<file path="src/inc/gpm_defines.vh">
// constants for the pin 5 output multiplexer: offsets, fields, resets, codes
// assumes inclusion by bare name from design and bench files
`ifndef GPM_DEFINES_VH
`define GPM_DEFINES_VH

// register indices; byte address is four times the index
`define GPM_CTRL_INDEX      8'h15
`define GPM_CTRL_ADDR       8'h54
`define GPM_MODE_ADDR       8'h80
`define GPM_STAT_ADDR       8'h84

// control register fields
`define GPM_EN_BIT          0
`define GPM_VAL_BIT         1
`define GPM_SRC_LSB         2
`define GPM_SRC_MSB         4
`define GPM_SEL_LSB         5
`define GPM_SEL_MSB         7
`define GPM_CTRL_RESET      8'h00
`define GPM_MODE_RESET      1'b0

// source codes
`define GPM_SRC_STATUS      3'h4
`define GPM_SRC_RSVD        3'h5

// device status signal codes
`define GPM_DEV_LOCK_OR     3'h0
`define GPM_DEV_LOCK_AND    3'h1
`define GPM_DEV_PASS_AND    3'h2
`define GPM_DEV_FSYNC       3'h3

// transmit port signal codes
`define GPM_TX_PASS_AND     3'h0
`define GPM_TX_PASS_OR      3'h1
`define GPM_TX_FV           3'h2
`define GPM_TX_LV           3'h3
`define GPM_TX_SYNC         3'h4
`define GPM_TX_INTR         3'h5

// bus responses
`define GPM_RESP_OKAY       2'h0
`define GPM_RESP_SLVERR     2'h2

`endif

</file>
<file path="src/hw/gpm_pin5_output_mux.v">
// pin 5 output multiplexer: control register behind an AXI4-Lite slave,
// source and signal selection, and the pin driver with active-low enable.
// assumes all status inputs come from logic on clk_sys_in (no synchronisers).
//
// Local design decisions: the AXI4-Lite register port and the placing of the registers.
`timescale 1ns/1ps
`default_nettype none
`include "gpm_defines.vh"

module gpm_pin5_output_mux #(
  parameter NUM_RX = 4,
  parameter NUM_TX = 2
) (
  input  wire                  clk_sys_in,
  input  wire                  srst_in,
  // axi4-lite slave
  input  wire [7:0]            s_axi_awaddr_in,
  input  wire                  s_axi_awvalid_in,
  output wire                  s_axi_awready_out,
  input  wire [31:0]           s_axi_wdata_in,
  input  wire [3:0]            s_axi_wstrb_in,
  input  wire                  s_axi_wvalid_in,
  output wire                  s_axi_wready_out,
  output wire [1:0]            s_axi_bresp_out,
  output wire                  s_axi_bvalid_out,
  input  wire                  s_axi_bready_in,
  input  wire [7:0]            s_axi_araddr_in,
  input  wire                  s_axi_arvalid_in,
  output wire                  s_axi_arready_out,
  output wire [31:0]           s_axi_rdata_out,
  output wire [1:0]            s_axi_rresp_out,
  output wire                  s_axi_rvalid_out,
  input  wire                  s_axi_rready_in,
  // receive port indications
  input  wire [4*NUM_RX-1:0]   rx_remote_gpio_in,
  input  wire [NUM_RX-1:0]     rx_lock_in,
  input  wire [NUM_RX-1:0]     rx_pass_in,
  input  wire [NUM_RX-1:0]     rx_frame_valid_in,
  input  wire [NUM_RX-1:0]     rx_line_valid_in,
  input  wire [NUM_RX-1:0]     rx_port_enable_in,
  input  wire                  frame_sync_signal_in,
  // transmit port indications
  input  wire [NUM_TX*NUM_RX-1:0] tx_rx_map_in,
  input  wire [NUM_TX-1:0]     tx_frame_valid_in,
  input  wire [NUM_TX-1:0]     tx_line_valid_in,
  input  wire [NUM_TX-1:0]     tx_synced_in,
  input  wire [NUM_TX-1:0]     tx_interrupt_in,
  // pin
  output wire                  pin5_out,
  output wire                  pin5_oe_n_out
);

  // register state
  reg  [7:0]  ctrl_q;
  reg         local_mode_q;
  reg         aw_got_q;
  reg  [7:0]  aw_addr_q;
  reg         w_got_q;
  reg  [31:0] w_data_q;
  reg         w_strb0_q;
  reg         bvalid_q;
  reg  [1:0]  bresp_q;
  reg         rvalid_q;
  reg  [31:0] rdata_q;
  reg  [1:0]  rresp_q;
  reg         pin_q;
  reg         oe_n_q;

  wire [2:0]  src_sel = ctrl_q[`GPM_SRC_MSB:`GPM_SRC_LSB];
  wire [2:0]  sig_sel = ctrl_q[`GPM_SEL_MSB:`GPM_SEL_LSB];
  wire [NUM_RX-1:0] rx_bit;
  wire [NUM_TX-1:0] tx_bit;
  reg         dev_bit;
  reg         mux_bit;

  // per receive port signal pick
  genvar p;
  generate
    for (p = 0; p < NUM_RX; p = p + 1) begin : g_rx
      wire [7:0] sigs = {rx_line_valid_in[p], rx_frame_valid_in[p], rx_pass_in[p],
                         rx_lock_in[p], rx_remote_gpio_in[4*p+3:4*p]};
      assign rx_bit[p] = sigs[sig_sel];
    end
  endgenerate

  // per transmit port signal pick
  genvar t;
  generate
    for (t = 0; t < NUM_TX; t = t + 1) begin : g_tx
      wire [NUM_RX-1:0] map = tx_rx_map_in[NUM_RX*t+NUM_RX-1:NUM_RX*t];
      reg b;
      always @* begin
        case (sig_sel)
          `GPM_TX_PASS_AND: b = &(rx_pass_in | ~map);
          `GPM_TX_PASS_OR:  b = |(rx_pass_in & map);
          `GPM_TX_FV:       b = tx_frame_valid_in[t];
          `GPM_TX_LV:       b = tx_line_valid_in[t];
          `GPM_TX_SYNC:     b = tx_synced_in[t];
          `GPM_TX_INTR:     b = tx_interrupt_in[t];
          default:          b = 1'b0;                 // reserved codes
        endcase
      end
      assign tx_bit[t] = b;
    end
  endgenerate

  // device-wide combined indications
  always @* begin
    case (sig_sel)
      `GPM_DEV_LOCK_OR:  dev_bit = |(rx_lock_in & rx_port_enable_in);
      `GPM_DEV_LOCK_AND: dev_bit = &(rx_lock_in | ~rx_port_enable_in);
      `GPM_DEV_PASS_AND: dev_bit = &(rx_pass_in | ~rx_port_enable_in);
      `GPM_DEV_FSYNC:    dev_bit = frame_sync_signal_in;
      default:           dev_bit = 1'b0;
    endcase
  end

  // source selection
  always @* begin
    case (src_sel)
      3'h0, 3'h1, 3'h2, 3'h3: mux_bit = rx_bit[src_sel[1:0]];
      `GPM_SRC_STATUS:        mux_bit = dev_bit;
      3'h6:                   mux_bit = tx_bit[0];
      3'h7:                   mux_bit = tx_bit[1];
      default:                mux_bit = 1'b0;                 // reserved source
    endcase
  end

  // pin driver, registered; enable low while driving
  always @(posedge clk_sys_in) begin
    if (srst_in) begin
      pin_q  <= 1'b0;
      oe_n_q <= 1'b1;
    end else begin
      pin_q  <= local_mode_q ? ctrl_q[`GPM_VAL_BIT] : mux_bit;
      oe_n_q <= ~ctrl_q[`GPM_EN_BIT];
    end
  end

  assign pin5_out      = pin_q;
  assign pin5_oe_n_out = oe_n_q;

  // write channel: address and data taken in either order
  wire aw_fire = s_axi_awvalid_in & ~aw_got_q & ~bvalid_q;
  wire w_fire  = s_axi_wvalid_in & ~w_got_q & ~bvalid_q;
  wire aw_now  = aw_got_q | aw_fire;
  wire w_now   = w_got_q | w_fire;
  wire [7:0]  wa = aw_got_q ? aw_addr_q : s_axi_awaddr_in;
  wire [31:0] wd = w_got_q ? w_data_q : s_axi_wdata_in;
  wire        ws = w_got_q ? w_strb0_q : s_axi_wstrb_in[0];
  wire do_wr   = aw_now & w_now & ~bvalid_q;

  assign s_axi_awready_out = ~aw_got_q & ~bvalid_q;
  assign s_axi_wready_out  = ~w_got_q & ~bvalid_q;
  assign s_axi_bvalid_out  = bvalid_q;
  assign s_axi_bresp_out   = bresp_q;

  always @(posedge clk_sys_in) begin
    if (srst_in) begin
      aw_got_q     <= 1'b0;
      aw_addr_q    <= 8'h00;
      w_got_q      <= 1'b0;
      w_data_q     <= 32'h0000_0000;
      w_strb0_q    <= 1'b0;
      bvalid_q     <= 1'b0;
      bresp_q      <= `GPM_RESP_OKAY;
      ctrl_q       <= `GPM_CTRL_RESET;
      local_mode_q <= `GPM_MODE_RESET;
    end else begin
      if (aw_fire) begin
        aw_got_q  <= 1'b1;
        aw_addr_q <= s_axi_awaddr_in;
      end
      if (w_fire) begin
        w_got_q   <= 1'b1;
        w_data_q  <= s_axi_wdata_in;
        w_strb0_q <= s_axi_wstrb_in[0];
      end
      if (do_wr) begin
        aw_got_q <= 1'b0;
        w_got_q  <= 1'b0;
        bvalid_q <= 1'b1;
        bresp_q  <= `GPM_RESP_OKAY;
        // word address compared at full byte width, low bits ignored
        case ({wa[7:2], 2'b00})
          `GPM_CTRL_ADDR: if (ws) ctrl_q <= wd[7:0];
          `GPM_MODE_ADDR: if (ws) local_mode_q <= wd[0];
          `GPM_STAT_ADDR: bresp_q <= `GPM_RESP_OKAY;      // read-only, ignored
          default:             bresp_q <= `GPM_RESP_SLVERR;
        endcase
      end else if (bvalid_q && s_axi_bready_in) begin
        bvalid_q <= 1'b0;
      end
    end
  end

  // read channel: one read at a time, answer one cycle after address
  assign s_axi_arready_out = ~rvalid_q;
  assign s_axi_rvalid_out  = rvalid_q;
  assign s_axi_rdata_out   = rdata_q;
  assign s_axi_rresp_out   = rresp_q;

  always @(posedge clk_sys_in) begin
    if (srst_in) begin
      rvalid_q <= 1'b0;
      rdata_q  <= 32'h0000_0000;
      rresp_q  <= `GPM_RESP_OKAY;
    end else if (s_axi_arvalid_in && !rvalid_q) begin
      rvalid_q <= 1'b1;
      rresp_q  <= `GPM_RESP_OKAY;
      case ({s_axi_araddr_in[7:2], 2'b00})
        `GPM_CTRL_ADDR: rdata_q <= {24'h00_0000, ctrl_q};
        `GPM_MODE_ADDR: rdata_q <= {31'h0000_0000, local_mode_q};
        `GPM_STAT_ADDR: rdata_q <= {29'h0000_0000, mux_bit, ~oe_n_q, pin_q};
        default: begin
          rdata_q <= 32'h0000_0000;
          rresp_q <= `GPM_RESP_SLVERR;
        end
      endcase
    end else if (rvalid_q && s_axi_rready_in) begin
      rvalid_q <= 1'b0;
    end
  end

endmodule // gpm_pin5_output_mux
`default_nettype wire

</file>
<file path="config.mk">
export PLATFORM = sky130hd
export DESIGN_NAME = gpm_pin5_output_mux
export DESIGN_NICKNAME = d
export VERILOG_FILES = /design/src/hw/gpm_pin5_output_mux.v
export VERILOG_INCLUDE_DIRS = /design/src /design/src/inc
export SDC_FILE = /design/constraint.sdc
export NUM_CORES = 1
export LEC_CHECK = 0
export BUFFER_PORTS_ARGS = -buffer_cell sky130_fd_sc_hd__clkbuf_2
export CORE_MARGIN = 2
export CORE_UTILIZATION = 44
export CTS_CLUSTER_DIAMETER = 100
export DETAILED_ROUTE_END_ITERATION = 8
export GPL_ROUTABILITY_DRIVEN = 1
export PLACE_DENSITY = 0.82
export SLEW_MARGIN = 15
export SYNTH_ARGS = -nofsm -noshare
export SYNTH_HDL_FRONTEND = slang
export SYNTH_SLANG_ARGS = --single-unit
</file>
<file path="constraint.sdc">
create_clock -name clk_sys_in -period 2.5 [get_ports clk_sys_in]
set_clock_uncertainty 0.05 [all_clocks]
set_input_delay 0.25 -clock clk_sys_in [delete_from_list [all_inputs] [get_ports clk_sys_in]]
set_output_delay 0.25 -clock clk_sys_in [all_outputs]
set_load 0.005 [all_outputs]
</file>
==> summary.txt <==
Timing
  • Achievable Freq: about 0.47 GHz
  • Final setup vio count: 0
  • Worst Max-Slew Pin Slew: between 0.5 and 0.6 ns
  • Final Max Tran Viols: 0
  • Tcrit/Tclk final: 0.846
  • Setup_tns: 0 ns
  • Rel. slew slack: 0.603
  • Final hold vios: 0
  • Tmin final: between 2 and 2.5 ns
  • RSZ-0062 raised after global routing: false

Die
  • Core Area: between 5000 and 6000 sq um
  • Die W: between 70 and 80 um
  • DIE HEIGHT: 79.9 um
  • Die area: between 6000 and 7000 sq um
  • Starting Density: 0.458
  • I/O Pins: 155
  • Row count: 27

Clocking
  • Clk slew on worst S/H paths: 0.08 ns
  • Clk buf depth: 2
  • CTS Root Cell: clkbuf_8
  • Post-CTS setup buffer count: 0
  • H-tree levels: 2
  • Clk_lat worst skew: 0.29 ns
  • CTS resizes: 0
  • Clk sink count: 40
  • # hold bufs at CTS: 0
  • CTS Buf Count: 5
  • CTS tree: built

Worst setup path
  • Worst endpoint required time: roughly 2.6 ns
  • Crit start category: flop
  • FF-to-FF path depth: 6
  • Crit path kind: reg2reg
  • Reg2reg start: ctrl_q[5]$_SDFFE_PP0P_
  • Reg-to-reg slack, setup: 0.39 ns
  • Worst R2R End: pin5_out$_SDFF_PP0_
  • Critical Path End Type: flop
  • Max FO, Critical Path: 13
  • Arr. time, crit path: approximately 2.2 ns

Power
  • Combinational power share: 0.196
  • Sw Share: 0.271
  • Sw power: slightly above 0.4 mW
  • Register share of total power: 0.455
  • Pwr/cell area: 488 nW/um^2
  • Total power draw: 1.51 mW
  • Power share of the clock group: 0.349
  • Leakage: roughly 1.4 nW
  • Worst VDD drop: about 470 uV
  • Internal power: ~1.1 mW

Synthesis
  • #FFs+latches synth: 40
  • Largest area contributor in the synthesized netlist: dfxtp_1
  • Register area share after synthesis: 0.316
  • Synth cell count leaders: dfxtp_1 (40), nand2_1 (37), buf_4 (28)
  • Largest cells by area after synthesis: dfxtp_1 (32%), buf_4 (8.3%), mux2i_1 (5.9%), nand2_1 (5.5%), a21oi_1 (4.3%)
  • Synth top area share: 0.316
  • Post-synth EDFFs: 0
  • Syn Area/Cell: 8.32 sq um
  • YS warnings: 0
  • Cells after synthesis: 305
  • Async set or reset register ratio after synthesis: 0
  • Count leader, synth: dfxtp_1
  • Cell variety after synth: 46
  • Mapped Area: around 2500 sq um
  • Ys flop type: dfxtp_1

Layout
  • Ant. Diodes: 0
  • Layout cell share with drive strength beyond 1: 0.315
  • Fillers: just over 500
  • # nets final: slightly above 500
  • Area Overhead vs Synth: 22.1%
  • Post-Layout Cell Count: about 470

Min path
  • Worst hold stages: 2
  • Worst hold path class: in2reg
  • Hold Crit Endpoint: s_axi_rvalid_out$_SDFFE_PP0P_
  • Hold_sp: s_axi_rready_in

Placed design
  • Placed cell count: 464
  • # port buffers: 97
  • GPL Wtd Cong: 0.821
  • Hpwl dp: between 5 and 6 mm

Global routing
  • Total track usage: 0.207
  • Vias in the first global route: 2,408
  • First-pass GRT wire length: ~10 mm
  • Largest net degree at the start of global routing: 26
  • Initial antenna violation count: 0
  • Overflow after GRT: 0

Route
  • Drt first pass iters: 4
  • DR WL/cell: roughly 14 um
  • Routed via count: about 2,500
  • DR iter-0 viols: 176
  • Drc violations: 0
  • Vias per cell: between 5 and 6
  • Routed Antenna Nets: 0
  • DRT Wirelength: 6.40 mm

Flow run
  • Max_cap viols: 0

Status
  • Status: complete, no violations
==> registers in the layout (all words and copies together), names as in the netlist, 6 cells and up <==
name,flops
aw_addr_q,6
ctrl_q,8
s_axi_rdata_out,8
w_data_q,8
==> layer usage <==
layer	track usage	part of all wire	wire (um)
met2	0.356	0.49	3120
met5	0	0	0
met3	0.0452	0.067	427
met4	0.0695	0.014	87
met1	0.254	0.43	2760
==> worst max-delay path by stage <==
stage / start / end / slack [ns]
5_1_grt: ctrl_q[5]$_SDFFE_PP0P_ / pin5_out$_SDFF_PP0_ / 0.27
6_report: ctrl_q[5]$_SDFFE_PP0P_ / pin5_out$_SDFF_PP0_ / 0.39
3_3_place_gp: ctrl_q[5]$_SDFFE_PP0P_ / pin5_out$_SDFF_PP0_ / 0.39
3_5_place_dp: ctrl_q[5]$_SDFFE_PP0P_ / pin5_out$_SDFF_PP0_ / 0.38
4_1_cts: ctrl_q[5]$_SDFFE_PP0P_ / pin5_out$_SDFF_PP0_ / 0.37
2_1_floorplan: ctrl_q[6]$_SDFFE_PP0P_ / pin5_out$_SDFF_PP0_ / 0.55
==> layout by cell type, fill, tap and decap left out, types with 7 or more instances in the layout <==
master    instances
a211oi_1          9
a21oi_1          22
buf_4             7
clkbuf_2         97
conb_1           26
dfxtp_1          40
inv_1            11
mux2i_1          15
nand2_1          37
nand3_1          12
nor2_1           25
nor2b_1          15
nor3_1            9
==> through the flow <==
stage	hold slack, ns	util	instance area [sq um]	worst slack, ns
global placement	0.341	0.539	2990	0.393
floorplan	0.299	-	2630	0.548
detailed placement	0.348	0.539	2990	0.377
CTS	0.0846	0.559	3100	0.367
global route	0.0821	0.559	3100	0.267
finish	0.0861	0.559	3100	0.386
==> power groups by stage <==
stage,Clock [mW],Combinational [mW],Sequential (mW)
final,0.528,0.296,0.688
after floorplan,0,0.201,0.698
after global placement,0,0.286,0.701
after global routing,0.562,0.330,0.693
after detailed placement,0,0.293,0.703
after CTS,0.532,0.295,0.688
==> cell type report <==
class / count / area, sq um / share of cell area
multi-input cells: 237 / 1520 / 0.489
inverters: 11 / 41.3 / 0.0133
repair buffers: 104 / 538 / 0.174
flip-flops and latches: 40 / 801 / 0.259
clock inverters: 3 / 42.5 / 0.0137
clock buffers: 5 / 68.8 / 0.0222
well taps: 72 / 90.1 / 0.0291
==> kinds of logic after synthesis <==
family / Yosys count / synth area share
AND/OR/NAND/NOR: 114 / 0.217
buffers and inverters: 53 / 0.124
other: 1 / 0.00148
flip-flops: 40 / 0.316
AO/OA/AOI/OAI: 70 / 0.194
multiplexers: 27 / 0.148
==> critical path, cell delays in order, from the launching register on <==
cell	delay (ns)
dfxtp_1	0.48
buf_4	0.26
mux4_2	0.51
nand3_1	0.09
a31oi_1	0.12
o41ai_4	0.37
o32ai_1	0.11
(Power assumes the default switching activity.)
